## src/inc/msmc_pkg.sv

```systemverilog
// Shared constants and types for the module status and mode control block
package msmc_pkg;
  // Clock rate and the millisecond tick derived from it
  localparam int CLK_HZ = 100_000_000;
  localparam int MS_PER_S = 1000;
  localparam int CYC_PER_MS = CLK_HZ / MS_PER_S;
  // Indicator half periods, time between level changes, in ms
  localparam int FAULT_HALF_MS = 250;
  localparam int ESC_HALF_MS = 500;
  localparam int TOOL_HALF_MS = 1000;
  localparam int TX_HALF_MS = 50;
  // Safe mode dwell before the automatic reboot, in ms
  localparam int SAFE_REBOOT_MS = 5000;
  // Transmit time limit and the following block, in minutes and ms
  localparam int MS_PER_MIN = 60000;
  localparam int TXLIM_ON_MIN = 5;
  localparam int TXLIM_OFF_MIN = 1;
  localparam int TXLIM_ON_MS = TXLIM_ON_MIN * MS_PER_MIN;
  localparam int TXLIM_OFF_MS = TXLIM_OFF_MIN * MS_PER_MIN;
  // Carrier sense threshold, magnitude of dBm
  localparam logic [6:0] CS_MAX_MAG = 7'h3c;
  localparam logic [6:0] CS_MIN_MAG = 7'h75;
  localparam logic [6:0] CS_OFF_MAG = 7'h76;
  // Register byte offsets
  localparam logic [7:0] OFS_CTRL = 8'h00;
  localparam logic [7:0] OFS_CS_THR = 8'h04;
  localparam logic [7:0] OFS_CID_LO = 8'h08;
  localparam logic [7:0] OFS_CID_HI = 8'h0c;
  localparam logic [7:0] OFS_STATUS = 8'h10;
  localparam logic [7:0] OFS_IRQ_STAT = 8'h14;
  localparam logic [7:0] OFS_IRQ_CLR = 8'h18;
  localparam logic [7:0] OFS_IRQ_EN = 8'h1c;
  // Control register field positions
  localparam int CTL_BAUD_LSB = 0;
  localparam int CTL_PAR_EN = 4;
  localparam int CTL_PAR_ODD = 5;
  localparam int CTL_STOP2 = 6;
  localparam int CTL_BITS7 = 7;
  localparam int CTL_CMD_EN = 8;
  localparam int CTL_ESC = 9;
  localparam int CTL_TOOL = 10;
  localparam int CTL_DOZE = 11;
  localparam int CTL_CS_REG = 12;
  localparam int CTL_TXL_REG = 13;
  localparam int CTL_CID_REG = 14;
  localparam int CTL_W = 15;
  // Baud codes: 38400 is the service format
  localparam logic [3:0] BAUD_38400 = 4'h5;
  localparam logic [3:0] BAUD_DEFAULT = 4'h3;
  // Reset values
  localparam logic [14:0] CTRL_RST = 15'h0103;
  localparam logic [6:0] CS_THR_RST = 7'h76;
  // Event bits
  localparam int EV_FAULT = 0;
  localparam int EV_TX_REFUSED = 1;
  localparam int EV_TXLIM = 2;
  localparam int EV_REBOOT = 3;
  localparam int EV_FRAME = 4;
  localparam int EV_W = 5;
  // Indicator sources
  localparam int BL_FAULT = 0;
  localparam int BL_ESC = 1;
  localparam int BL_TOOL = 2;
  localparam int BL_TX = 3;
  localparam int BL_N = 4;
  // Operating states
  typedef enum logic [2:0] {
    ST_SEARCH = 3'b000,
    ST_RECEIVE = 3'b001,
    ST_TRANSMIT = 3'b010,
    ST_DOZE = 3'b011,
    ST_SAFE = 3'b100
  } msmc_state_e;
endpackage : msmc_pkg

```

## src/inc/msmc_blink_if.sv

```systemverilog
// Bundle between the controller and one indicator toggle generator
`timescale 1ns/100ps
`default_nettype none
interface msmc_blink_if;
  logic tick; // Millisecond tick
  logic en; // Run the toggle pattern
  logic lvl; // Toggled level
  modport gen(input tick, input en, output lvl);
  modport user(output tick, output en, input lvl);
endinterface : msmc_blink_if
`default_nettype wire

```

## src/rtl/msmc_top.sv

```systemverilog
// Mode, status indicator, safe mode and regional transmit control
// Notes on behaviour
// [RL1] Service low forces serial port to 38400 8N1
// [RL2] Service changes no setting; release restores format
// [RL3] Service low forces configuration commands enabled
// [RL4] Indicator high while searching for a frame
// [RL5] Indicator low during each received frame
// [RL6] Indicator low while in doze
// [RL7] Indicator toggles while transmitting
// [RL8] Indicator toggles each second with tool connected
// [RL9] Indicator toggles 500 ms in escape command mode; here only while CTL_CMD_EN is clear
// [RL10] Fault enters safe mode, 250 ms blink, code
// [RL11] Safe mode reboots after five seconds
// [RL12] Safe mode inhibits transmit and receive
// [RL13] Found transmission moves search to receive
// [RL14] Busy channel refuses transmit and flushes data
// [RL15] Threshold 60..117 magnitude; 118 disables sensing
// [RL16] Five minutes transmit then one minute block
// [RL17] Send identifier with every transmission when required
// [RL18] Identifier stored and read back by host
// [RL19] Half period between changes; fault wins
//
// Local design decisions: the Wishbone slave port and the address map.
`timescale 1ns/100ps
`default_nettype none
module msmc_top #(
  parameter int MS_CYCLES = msmc_pkg::CYC_PER_MS // Cycles per ms tick
) (
  input wire logic clk_i,
  input wire logic rst_i,
  // Wishbone classic slave
  input wire logic wb_cyc_i,
  input wire logic wb_stb_i,
  input wire logic wb_we_i,
  input wire logic [7:0] wb_adr_i,
  input wire logic [3:0] wb_sel_i,
  input wire logic [31:0] wb_dat_i,
  output logic [31:0] wb_dat_o,
  output logic wb_ack_o,
  // Service input, active low
  input wire logic service_n_i,
  // Radio status from the modem core
  input wire logic sync_found_i,
  input wire logic frame_end_i,
  input wire logic tx_req_i,
  input wire logic tx_done_i,
  input wire logic [6:0] rssi_mag_i,
  input wire logic fault_i,
  input wire logic [7:0] fault_code_i,
  // Serial port format in force
  output logic [3:0] uart_baud_o,
  output logic uart_par_en_o,
  output logic uart_par_odd_o,
  output logic uart_stop2_o,
  output logic uart_bits7_o,
  // Command and radio control
  output logic cmd_enable_o,
  output logic tx_enable_o,
  output logic rx_enable_o,
  output logic tx_flush_o,
  output logic reboot_o,
  output logic cid_send_o,
  output logic [35:0] call_id_o,
  // Indicator pin and interrupt
  output logic stat_o,
  output logic irq_o
);
  msmc_pkg::msmc_state_e state; // Operating state
  msmc_pkg::msmc_state_e next_state;
  logic [msmc_pkg::CTL_W-1:0] ctrl; // Stored configuration
  logic [6:0] cs_thr; // Carrier sense threshold, dBm magnitude
  logic [35:0] call_id; // Identifier, nine BCD digits
  logic [7:0] fault_code; // Latched fault code
  logic [msmc_pkg::EV_W-1:0] irq_stat; // Sticky events
  logic [msmc_pkg::EV_W-1:0] irq_en; // Event enables
  logic [msmc_pkg::EV_W-1:0] ev; // Events this cycle
  logic [31:0] ms_cnt; // Tick prescaler
  logic ms_tick;
  logic [12:0] safe_ms; // Time spent in safe mode
  logic [18:0] txon_ms; // Accumulated transmit time
  logic [15:0] txoff_ms; // Remaining block time
  logic tx_block; // Time limit block active
  logic service; // Service input asserted
  logic cs_busy; // Channel stronger than threshold
  logic tx_refuse;
  logic safe_done;
  logic lim_hit;
  logic bus_req; // Request seen this cycle
  logic wr_en;
  logic [31:0] wmask; // Byte lane mask
  logic [31:0] rd_word;

  assign service = !service_n_i;
  assign bus_req = wb_cyc_i && wb_stb_i && !wb_ack_o;
  assign wr_en = bus_req && wb_we_i;
  assign wmask = {{8{wb_sel_i[3]}}, {8{wb_sel_i[2]}}, {8{wb_sel_i[1]}}, {8{wb_sel_i[0]}}};

  // Millisecond tick shared by every timer
  always_ff @(posedge clk_i) begin
    if (rst_i || ms_tick) begin
      ms_cnt <= '0;
    end else begin
      ms_cnt <= ms_cnt + 32'h1;
    end
  end
  assign ms_tick = (ms_cnt == 32'(MS_CYCLES - 1));

  // Bus answers one cycle after the request, then drops
  always_ff @(posedge clk_i) begin
    if (rst_i) begin
      wb_ack_o <= 1'b0;
    end else begin
      wb_ack_o <= bus_req;
    end
  end

  // Read data is registered with the ack; unmapped reads zero
  always_comb begin
    rd_word = 32'h0;
    unique case (wb_adr_i)
      msmc_pkg::OFS_CTRL: rd_word = 32'(ctrl);
      msmc_pkg::OFS_CS_THR: rd_word = 32'(cs_thr);
      msmc_pkg::OFS_CID_LO: rd_word = call_id[31:0];
      msmc_pkg::OFS_CID_HI: rd_word = 32'(call_id[35:32]);
      msmc_pkg::OFS_STATUS: rd_word = {16'h0, fault_code, 1'b0, stat_o, tx_block,
                                       cmd_enable_o, service, state};
      msmc_pkg::OFS_IRQ_STAT: rd_word = 32'(irq_stat);
      msmc_pkg::OFS_IRQ_EN: rd_word = 32'(irq_en);
      default: rd_word = 32'h0;
    endcase
  end
  always_ff @(posedge clk_i) begin
    if (rst_i) begin
      wb_dat_o <= 32'h0;
    end else if (bus_req && !wb_we_i) begin
      wb_dat_o <= rd_word;
    end
  end

  // Stored configuration; service access never writes it
  // [RL2] settings left alone
  always_ff @(posedge clk_i) begin
    if (rst_i) begin
      ctrl <= msmc_pkg::CTRL_RST;
    end else if (wr_en && wb_adr_i == msmc_pkg::OFS_CTRL) begin
      ctrl <= (ctrl & ~wmask[msmc_pkg::CTL_W-1:0]) | (wb_dat_i[msmc_pkg::CTL_W-1:0] & wmask[msmc_pkg::CTL_W-1:0]);
    end
  end

  // Threshold write clamps into the legal range
  // [RL15] threshold range clamp
  always_ff @(posedge clk_i) begin
    if (rst_i) begin
      cs_thr <= msmc_pkg::CS_THR_RST;
    end else if (wr_en && wb_adr_i == msmc_pkg::OFS_CS_THR && wb_sel_i[0]) begin
      if (wb_dat_i[6:0] < msmc_pkg::CS_MAX_MAG) begin
        cs_thr <= msmc_pkg::CS_MAX_MAG;
      end else if (wb_dat_i[6:0] > msmc_pkg::CS_OFF_MAG || wb_dat_i[7]) begin
        cs_thr <= msmc_pkg::CS_OFF_MAG;
      end else begin
        cs_thr <= wb_dat_i[6:0];
      end
    end
  end

  // Identifier set by the host and read back unchanged
  // [RL18] identifier store
  always_ff @(posedge clk_i) begin
    if (rst_i) begin
      call_id <= 36'h0;
    end else if (wr_en && wb_adr_i == msmc_pkg::OFS_CID_LO) begin
      call_id[31:0] <= (call_id[31:0] & ~wmask) | (wb_dat_i & wmask);
    end else if (wr_en && wb_adr_i == msmc_pkg::OFS_CID_HI && wb_sel_i[0]) begin
      call_id[35:32] <= wb_dat_i[3:0];
    end
  end
  assign call_id_o = call_id;

  // Serial format: service forces 38400 8N1, release restores
  // [RL1] service format override
  always_comb begin
    if (service) begin
      uart_baud_o = msmc_pkg::BAUD_38400;
      uart_par_en_o = 1'b0;
      uart_par_odd_o = 1'b0;
      uart_stop2_o = 1'b0;
      uart_bits7_o = 1'b0;
    end else begin
      // [RL2] configured format resumes
      uart_baud_o = ctrl[msmc_pkg::CTL_BAUD_LSB +: 4];
      uart_par_en_o = ctrl[msmc_pkg::CTL_PAR_EN];
      uart_par_odd_o = ctrl[msmc_pkg::CTL_PAR_ODD];
      uart_stop2_o = ctrl[msmc_pkg::CTL_STOP2];
      uart_bits7_o = ctrl[msmc_pkg::CTL_BITS7];
    end
  end

  // [RL3] commands forced on
  assign cmd_enable_o = service || ctrl[msmc_pkg::CTL_CMD_EN] || ctrl[msmc_pkg::CTL_ESC];

  // Carrier sense only in regions that ask for it
  // [RL15] off setting disables
  assign cs_busy = ctrl[msmc_pkg::CTL_CS_REG] && (cs_thr != msmc_pkg::CS_OFF_MAG)
                   && (rssi_mag_i < cs_thr);
  // [RL14] refuse on busy channel
  assign tx_refuse = tx_req_i && (cs_busy || tx_block);
  assign safe_done = ms_tick && (safe_ms == 13'(msmc_pkg::SAFE_REBOOT_MS - 1));
  assign lim_hit = ms_tick && (txon_ms == 19'(msmc_pkg::TXLIM_ON_MS - 1)) && state == msmc_pkg::ST_TRANSMIT;

  // Mode sequencing; faults override everything
  always_comb begin
    next_state = state;
    unique case (state)
      msmc_pkg::ST_SEARCH: begin
        if (ctrl[msmc_pkg::CTL_DOZE]) begin
          next_state = msmc_pkg::ST_DOZE;
        end else if (ctrl[msmc_pkg::CTL_ESC]) begin
          // Command mode keeps the radio idle
          next_state = msmc_pkg::ST_SEARCH;
        end else if (tx_req_i && !tx_refuse) begin
          next_state = msmc_pkg::ST_TRANSMIT;
        // [RL13] sync found
        end else if (sync_found_i) begin
          next_state = msmc_pkg::ST_RECEIVE;
        end
      end
      msmc_pkg::ST_RECEIVE: begin
        if (frame_end_i) begin
          next_state = msmc_pkg::ST_SEARCH;
        end
      end
      msmc_pkg::ST_TRANSMIT: begin
        // Limit expiry cuts the transmission short
        if (tx_done_i || lim_hit) begin
          next_state = msmc_pkg::ST_SEARCH;
        end
      end
      msmc_pkg::ST_DOZE: begin
        if (!ctrl[msmc_pkg::CTL_DOZE]) begin
          next_state = msmc_pkg::ST_SEARCH;
        end
      end
      msmc_pkg::ST_SAFE: begin
        // [RL11] reboot after dwell
        if (safe_done) begin
          next_state = msmc_pkg::ST_SEARCH;
        end
      end
      default: next_state = msmc_pkg::ST_SEARCH;
    endcase
    // [RL10] fault enters safe mode
    if (fault_i) begin
      next_state = msmc_pkg::ST_SAFE;
    end
  end
  always_ff @(posedge clk_i) begin
    if (rst_i) begin
      state <= msmc_pkg::ST_SEARCH;
    end else begin
      state <= next_state;
    end
  end

  // Fault code latch, readable in status
  // [RL10] fault code capture
  always_ff @(posedge clk_i) begin
    if (rst_i) begin
      fault_code <= 8'h0;
    end else if (fault_i) begin
      fault_code <= fault_code_i;
    end
  end

  // Safe mode dwell timer
  // [RL11] five second count
  always_ff @(posedge clk_i) begin
    if (rst_i || state != msmc_pkg::ST_SAFE || fault_i) begin
      safe_ms <= 13'h0;
    end else if (ms_tick) begin
      safe_ms <= safe_ms + 13'h1;
    end
  end
  always_ff @(posedge clk_i) begin
    if (rst_i) begin
      reboot_o <= 1'b0;
    end else begin
      reboot_o <= (state == msmc_pkg::ST_SAFE) && safe_done && !fault_i;
    end
  end

  // Transmit time accounting and the block that follows
  // [RL16] limit and block
  always_ff @(posedge clk_i) begin
    if (rst_i) begin
      txon_ms <= 19'h0;
      txoff_ms <= 16'h0;
      tx_block <= 1'b0;
    end else if (lim_hit && ctrl[msmc_pkg::CTL_TXL_REG]) begin
      txon_ms <= 19'h0;
      txoff_ms <= 16'(msmc_pkg::TXLIM_OFF_MS - 1);
      tx_block <= 1'b1;
    end else if (tx_block && ms_tick) begin
      if (txoff_ms == 16'h0) begin
        tx_block <= 1'b0;
      end else begin
        txoff_ms <= txoff_ms - 16'h1;
      end
    end else if (ms_tick && state == msmc_pkg::ST_TRANSMIT && ctrl[msmc_pkg::CTL_TXL_REG]) begin
      txon_ms <= txon_ms + 19'h1;
    end
  end

  // Flush buffered data on a refused transmit
  // [RL14] discard buffered data
  always_ff @(posedge clk_i) begin
    if (rst_i) begin
      tx_flush_o <= 1'b0;
    end else begin
      tx_flush_o <= state == msmc_pkg::ST_SEARCH && tx_refuse && !fault_i && !ctrl[msmc_pkg::CTL_DOZE];
    end
  end

  // Radio enables; safe mode silences the radio, command mode blocks receive and new transmissions
  // [RL12] inhibit in safe mode
  assign tx_enable_o = (state == msmc_pkg::ST_TRANSMIT);
  assign rx_enable_o = (state == msmc_pkg::ST_SEARCH || state == msmc_pkg::ST_RECEIVE) && !ctrl[msmc_pkg::CTL_ESC];
  // [RL17] identifier with transmission
  assign cid_send_o = tx_enable_o && ctrl[msmc_pkg::CTL_CID_REG];

  // Toggle generators, one per blinking pattern
  msmc_blink_if bl[msmc_pkg::BL_N] ();
  msmc_blink #(.HALF_MS(msmc_pkg::FAULT_HALF_MS)) u_bl_fault (.clk_i(clk_i), .rst_i(rst_i), .b(bl[0]));
  msmc_blink #(.HALF_MS(msmc_pkg::ESC_HALF_MS)) u_bl_esc (.clk_i(clk_i), .rst_i(rst_i), .b(bl[1]));
  msmc_blink #(.HALF_MS(msmc_pkg::TOOL_HALF_MS)) u_bl_tool (.clk_i(clk_i), .rst_i(rst_i), .b(bl[2]));
  msmc_blink #(.HALF_MS(msmc_pkg::TX_HALF_MS)) u_bl_tx (.clk_i(clk_i), .rst_i(rst_i), .b(bl[3]));
  assign bl[0].tick = ms_tick;
  assign bl[1].tick = ms_tick;
  assign bl[2].tick = ms_tick;
  assign bl[3].tick = ms_tick;
  // [RL10] fault blink enable
  assign bl[0].en = (state == msmc_pkg::ST_SAFE);
  // [RL9] escape mode blink
  assign bl[1].en = ctrl[msmc_pkg::CTL_ESC] && !ctrl[msmc_pkg::CTL_CMD_EN];
  // [RL8] tool connected blink
  assign bl[2].en = ctrl[msmc_pkg::CTL_TOOL];
  // [RL7] transmit blink
  assign bl[3].en = (state == msmc_pkg::ST_TRANSMIT);

  // Indicator level, registered so the pin never glitches
  // [RL19] fault pattern first
  always_ff @(posedge clk_i) begin
    if (rst_i) begin
      stat_o <= 1'b1;
    end else if (state == msmc_pkg::ST_SAFE) begin
      stat_o <= bl[0].lvl;
    end else if (ctrl[msmc_pkg::CTL_TOOL]) begin
      stat_o <= bl[2].lvl;
    end else if (bl[1].en) begin
      stat_o <= bl[1].lvl;
    // [RL6] low in doze
    end else if (state == msmc_pkg::ST_DOZE) begin
      stat_o <= 1'b0;
    end else if (state == msmc_pkg::ST_TRANSMIT) begin
      stat_o <= bl[3].lvl;
    // [RL5] low during frame
    end else if (state == msmc_pkg::ST_RECEIVE) begin
      stat_o <= 1'b0;
    // [RL4] high while searching
    end else begin
      stat_o <= 1'b1;
    end
  end

  // Events for the interrupt status
  always_comb begin
    ev = '0;
    ev[msmc_pkg::EV_FAULT] = fault_i;
    ev[msmc_pkg::EV_TX_REFUSED] = tx_flush_o;
    ev[msmc_pkg::EV_TXLIM] = lim_hit && ctrl[msmc_pkg::CTL_TXL_REG];
    ev[msmc_pkg::EV_REBOOT] = reboot_o;
    ev[msmc_pkg::EV_FRAME] = (state == msmc_pkg::ST_SEARCH) && (next_state == msmc_pkg::ST_RECEIVE);
  end

  // Sticky status: a new event wins over a same-cycle clear
  always_ff @(posedge clk_i) begin
    if (rst_i) begin
      irq_stat <= '0;
    end else if (wr_en && wb_adr_i == msmc_pkg::OFS_IRQ_CLR) begin
      irq_stat <= (irq_stat & ~(wb_dat_i[msmc_pkg::EV_W-1:0] & wmask[msmc_pkg::EV_W-1:0])) | ev;
    end else begin
      irq_stat <= irq_stat | ev;
    end
  end
  always_ff @(posedge clk_i) begin
    if (rst_i) begin
      irq_en <= '0;
    end else if (wr_en && wb_adr_i == msmc_pkg::OFS_IRQ_EN && wb_sel_i[0]) begin
      irq_en <= wb_dat_i[msmc_pkg::EV_W-1:0];
    end
  end
  assign irq_o = |(irq_stat & irq_en);
endmodule : msmc_top
`default_nettype wire

```

## src/rtl/msmc_blink.sv

```systemverilog
// Toggle generator: flips its level every HALF_MS milliseconds while enabled
`timescale 1ns/100ps
`default_nettype none
module msmc_blink #(
  parameter int HALF_MS = 250
) (
  input wire logic clk_i,
  input wire logic rst_i,
  msmc_blink_if.gen b
);
  localparam int CW = $clog2(HALF_MS + 1);
  logic [CW-1:0] cnt; // Elapsed ms in this half period

  // Count ms; restart from a low level whenever disabled
  always_ff @(posedge clk_i) begin
    if (rst_i || !b.en) begin
      cnt <= '0;
      b.lvl <= 1'b0;
    end else if (b.tick) begin
      if (cnt == CW'(HALF_MS - 1)) begin
        cnt <= '0;
        b.lvl <= !b.lvl;
      end else begin
        cnt <= cnt + 1'b1;
      end
    end
  end
endmodule : msmc_blink
`default_nettype wire

```

## config.mk

```make
export PLATFORM = sky130hd
export DESIGN_NAME = msmc_top
export DESIGN_NICKNAME = d
export VERILOG_FILES = /design/src/inc/msmc_pkg.sv /design/src/inc/msmc_blink_if.sv /design/src/rtl/msmc_top.sv /design/src/rtl/msmc_blink.sv
export SDC_FILE = /design/constraint.sdc
export NUM_CORES = 1
export LEC_CHECK = 0
export ABC_AREA = 1
export BUFFER_PORTS_ARGS = -buffer_cell sky130_fd_sc_hd__buf_2
export CAP_MARGIN = 20
export CORE_MARGIN = 2
export CORE_UTILIZATION = 25
export CTS_BUF_LIST = sky130_fd_sc_hd__clkbuf_2 sky130_fd_sc_hd__clkbuf_4 sky130_fd_sc_hd__clkbuf_8
export DETAILED_ROUTE_END_ITERATION = 7
export PLACE_DENSITY_LB_ADDON = 0.1
export SLEW_MARGIN = 20
export SYNTH_ARGS = -nofsm -noshare
export SYNTH_HDL_FRONTEND = slang
export SYNTH_SLANG_ARGS = --single-unit
```

## constraint.sdc

```tcl
create_clock -name clk_i -period 1.67 [get_ports clk_i]
set_input_delay 0.167 -clock clk_i [delete_from_list [all_inputs] [get_ports clk_i]]
set_output_delay 0.167 -clock clk_i [all_outputs]
set_load 0.005 [all_outputs]
```

======== After elaboration in Yosys (flattened, before gate mapping) ========
Index checks and enable logic that the tools add are counted.
word-level totals
  logic and storage cells ................. 190
  bits of input ports ..................... 70
  register bits ........................... 233
operators by class
  mux-type cells .......................... 35
  $add $sub $neg .......................... 8
  bitwise operators ....................... 17
  reduce and logical (&&, ||, !) cells .... 78
  magnitude comparators ................... 3
  equality and inequality tests ........... 22
operators with widths
  kind                                                                  count
  32-bit one-hot mux with 7 select lines                                1
  32-bit AND                                                            2
  16-bit two-way mux                                                    3
  1-bit logical AND                                                     33
  32-bit by 1-bit adder with 32-bit output, second input constant       1
  32-bit by 17-bit == test with 1-bit output, second input constant     1
  8-bit by 5-bit == test with 1-bit output, second input constant       4
  32-bit NOT                                                            1
  32-bit OR                                                             1
  15-bit AND                                                            2
  3-bit two-way mux                                                     9
  19-bit by 1-bit adder with 19-bit output, second input constant       1
  19-bit == test, second input constant                                 1
  2-bit AND reduction                                                   9
  8-bit by 4-bit == test with 1-bit output, second input constant       2
  1-bit logical NOT                                                     16
  16-bit logical NOT                                                    1
  16-bit by 1-bit subtractor with 16-bit output, second input constant  1
  5-bit AND                                                             3
  15-bit NOT                                                            1
  15-bit OR                                                             1
  3-bit one-hot mux with 5 select lines                                 1
  7-bit two-way mux                                                     2
  13-bit by 1-bit adder with 13-bit output, second input constant       1
  35 further kinds                                                      65

======== Depth between registers and ports, before layout ========
  depth in word-level cells ............... 16
  gate-level depth with buffers ........... 17
  mapped depth without buffers ............ 17

======== Cells and area by module ========
A second synthesis with hierarchy kept.
second synthesis, totals
  cell total of the unflattened synthesis .. 1,667
  area, all modules ....................... 11,668.7 um2
modules (own cells, without submodules)
  module                    times used  cells each  area an instance (um2)
  msmc_top                  1           1,395       9,736.8
  msmc_blink at u_bl_tool   1           83          596.8
  msmc_blink at u_bl_esc    1           70          508.0
  msmc_blink at u_bl_fault  1           63          450.4
  msmc_blink at u_bl_tx     1           56          376.6

======== Least setup slack after synthesis ========
Ideal clock, no wire load.
  kind .................................... register to register
  start point ............................. register ms_cnt[0]
  end point ............................... register u_bl_esc.cnt[3]
  library setup time ...................... 0.115 ns
  path slack .............................. -0.184 ns
  path buffers ............................ 1
  arrival ................................. 1.738 ns
  stages on the path, launching flop included .. 13
  required time ........................... 1.555 ns
  cells stage by stage .................... dfxtp_1 -> ha_1 -> nand2_1 -> nor2_4 -> inv_2 -> nor2_2 -> nand2_2 -> nor2_8 -> buf_6 -> nand3_1 -> nand2_1 -> inv_1 -> and3_1
between the ends
  longest elaborated chain between the ends .. 1
ends and longest elaborated chain
  element                                     RTL line          RTL
  start: declaration                          msmc_top.sv:77    logic [31:0] ms_cnt;
  start signal: assignment                    msmc_top.sv:103   ms_cnt <= ms_cnt + 32'h1;
  32-bit by 17-bit == test with 1-bit output  msmc_top.sv:106   assign ms_tick = (ms_cnt == 32'(MS_CYCLES - 1));
  end signal: assignment                      msmc_blink.sv:24  cnt <= cnt + 1'b1;
  end: declaration                            msmc_blink.sv:12  logic [CW-1:0] cnt;
No other way between the ends.
A chain may end at the register's enable or synchronous reset.

======== Final worst setup path ========
  start point ............................. register ms_cnt[27]
  end point ............................... register txon_ms[1]
between the ends
  longest elaborated chain between the ends .. 5
  elaborated cells on any way between the ends .. 10
  those cells by class .................... eq/ne (1); bitwise (1); reduce/logical (8)
ends and longest elaborated chain
  element                                         RTL line         RTL
  32-bit by 17-bit == test with 1-bit output (*)  msmc_top.sv:106
  1-bit logical AND (2 in a row)                  msmc_top.sv:208  assign lim_hit = ms_tick && (txon_ms == 19'(msmc_pkg::TXLIM_ON_MS - 1)) && state == msmc_pkg::ST_TRANSMIT;
  1-bit logical AND                               msmc_top.sv:298  end else if (lim_hit && ctrl[msmc_pkg::CTL_TXL_REG]) begin
  2-bit OR reduction (no line)                    n/a
  end signal: assignment                          msmc_top.sv:309  txon_ms <= txon_ms + 19'h1;
  end: declaration                                msmc_top.sv:80   logic [18:0] txon_ms;
Every way passes the cells marked *; elsewhere a longest branch is shown, timed or not.

==> metrics.yaml <==
critical_path:
  crit_type: "reg -> reg"
  cp-start-kind: "flip-flop"
  r2r_slack_ps: -260
  r2r_end: "txon_ms[1]"
  required_ps: 2190
  critPathArrivalTime_ps: 2450
  worstRegToRegCells: 12
  r2r-start: "ms_cnt[27]"
  critPathMaxFanout: 7
  endpoint_kind: "flip-flop"
  cp-startpoint: "ms_cnt[27]"
power_and_ir_drop:
  ir_worst_vdd_uv: 404.3
  power_mw: 12.49
  p_per_area_nw_per_um2: 692.9
  leakagePower_nw: 7.571
clock_network:
  clock-sinks: 233
  htreeDepth: 2
  worstSkewPairLatency_ps: 620
  cts_root_buf: "clkbuf_8"
  cts_buffers: 45
  clk_pin_slew_ps: 60
  cts_tree: "yes"
  clockBufferDepth: 3
global_routing:
  first_global_vias: 12140
  grt_max_degree: 67
  antenna_found_initial: 1
  grt_util_all_layers_pct: 17.41
  grt.overflow.total: 0
  grt_pass1_wl_um: 64850
floorplan:
  die_y_um: 216.0
  rows: 77
  die-area_sq_um: 46670
  core_sq_um: 44320
  initial_core_util_pct: 25.36
  num_io_pins: 155
  die_width_um: 216.0
timing:
  hold_viol_final: 0
  layout_min_cycle_time_ps: 1927
  rsz0062_at_grt: "true"
  setup_slack_ps: -256.7
  worst_pin_slew_ps: 588.3
  setup_viol: 114
  whs_ps: 19.67
  fin_skew_ps: 56.79
  timing.fmax_mhz: 519.0
  fin_tns_setup_ps: -16530
  maxSlewHeadroom_pct: 60.78
  drv_slew: 0
  finalCritPeriodShare_pct: 115.4
synth:
  synth_xor_area_share_pct: 2.572
  synth-compound-area-share_pct: 16.54
  yosys.area_share.adder_pct: 1.781
  synth-edff-count: 0
  synth_top_family_by_area: "simple AND/OR/NAND/NOR gates"
  ys_seq_area_share_pct: 41.50
  syn_avg_cell_area_sq_um: 7.042
  ys_types: 49
  synth-warning-count: 0
  syn-num-nets: 1682
  async_reset_ff_share_pct: 0
  synth_area_sq_um: 11240
  synthFlopType: "dfxtp_1"
  muxShareOfSynthArea_pct: 0
  synth_seq_cells: 233
  syn_inst: 1596
  yosys.area_share.simple_pct: 29.13
placement:
  place_ws_ps: -362.9
  globalplace.congestion: 0.8438
  dp_hpwl_um: 29430
  dp_cells: 2538
  place_area_sq_um: 14600
  port_buffers: 154
job:
  drv_cap: 0
final_layout:
  antenna_cells: 0
  fill_cells: 4656
  final_util_pct: 40.67
  final_cells: 2733
  area_delta_synth_final_pct: 60.37
  design_area_sq_um: 18020
  finalNetCount: 2194
  drive_gt1_share_pct: 38.58
outcome:
  outcome: "finished with violations"
  violations: "negative setup slack"
route:
  wl_um: 42240
  drtPass1Iterations: 5
  vias_per_cell: 4.529
  postRouteAntennaNets: 0
  vias: 12380
  wl_per_cell_um: 15.45
  drt_iter0_drc: 539
  remaining_drc_errors: 0
hold_path:
  hold_start: "wb_sel_i[1]"
  hold_depth: 5
  hp-class: "in -> reg"
[Yosys cell counts, drive strengths merged, types with 18 or more instances]
| library cell | number | area, sq um |
|---|---|---|
| xor2 | 24 | 210.2 |
| nand2 | 341 | 1292 |
| nor2 | 193 | 778.2 |
| clkbuf | 30 | 112.6 |
| inv | 202 | 758.2 |
| nand4 | 34 | 259.0 |
| o21ai | 97 | 489.2 |
| nand3 | 56 | 290.3 |
| a21oi | 168 | 840.8 |
| nor3 | 71 | 386.6 |
| dfxtp | 233 | 4664 |
| o211ai | 18 | 135.1 |
[layout by cell type (no fill, tap or decap), types with 14 or more instances in the layout]
master	count
nand2_2	23
nor3_4	15
o211ai_1	18
clkbuf_4	21
nor2_1	133
buf_2	153
nor3_1	42
inv_1	159
dlygate4sd3_1	57
nor2_2	32
inv_2	34
clkbuf_8	55
nand3_2	16
nand2_4	14
nor3_2	14
buf_4	235
xor2_1	24
nand4_1	28
buf_12	14
nor2_4	27
a21oi_2	26
o21ai_0	69
nand3_1	30
dfxtp_1	207
o21ai_1	18
dfxtp_2	25
nand2_1	303
buf_6	37
a21oi_1	142
[per-layer routing]
metal	vias to the layer above	wire, um	global-route usage [%]
met4	2	1116	5.365
met1	5751	19180	22.23
met5	-	11	0
li1	6345	-	-
met2	204	20130	29.28
met3	77	1803	3.777
[final cells by class]
cell class	instances	area (sq um)	share of cell area, %
clock buffers	75	907.1	5.033
clock inverters	5	35.03	0.1944
inverters	204	812.0	4.505
multi-input cells	1117	6813	37.80
flip-flops and latches	233	4700	26.07
well taps	592	740.7	4.109
repair buffers	506	4010	22.25
repair inverters	1	7.507	0.04165
[repair_timing]
action / CTS / global route
setup buffers: 43 / 13
gates cloned: 7 / 2
pin swaps: 60 / 54
gates resized for setup: 232 / 151
hold endpoints to repair: 82 / 0
hold buffers: 57 / 0
setup endpoints to repair: 128 / 190
[critical path: stages (launching register included)]
cell and delay (ps):
dfxtp_1 310, nor2_2 140, buf_4 130, nand3_2 80, nor2_1 120, nand2_1 90
nor2_2 120, buf_6 160, nand4_1 100, buf_6 180, clkinvlp_4 180, nand2_1 90
a21oi_2 110
[worst max path at each step]
| stage | to | slack (ps) | cells past startpoint |
|---|---|---|---|
| after CTS | u_bl_tx.cnt[5] | -260 | 14 |
| after global placement | txoff_ms[2] | -340 | 12 |
| final | txon_ms[1] | -260 | 12 |
| after detailed placement | txoff_ms[4] | -360 | 12 |
| after global routing | txon_ms[1] | -370 | 12 |
| after floorplan | u_bl_fault.cnt[7] | -80 | 14 |
[cell families after synthesis]
logic type,Yosys count
compound gates,334
xor+xnor,33
fa+ha+maj,16
buf+inv,246
flops,233
simple gates,734
[where the power goes]
| part | switching (mW) | total [mW] | internal [mW] |
|---|---|---|---|
| sequential | 0.0337 | 5.65 | 5.61 |
| combinational | 0.433 | 0.835 | 0.402 |
| clock | 2.59 | 6.01 | 3.42 |
| total | 3.06 | 12.5 | 9.43 |
No activity file was read; power rests on OpenSTA's default activity.
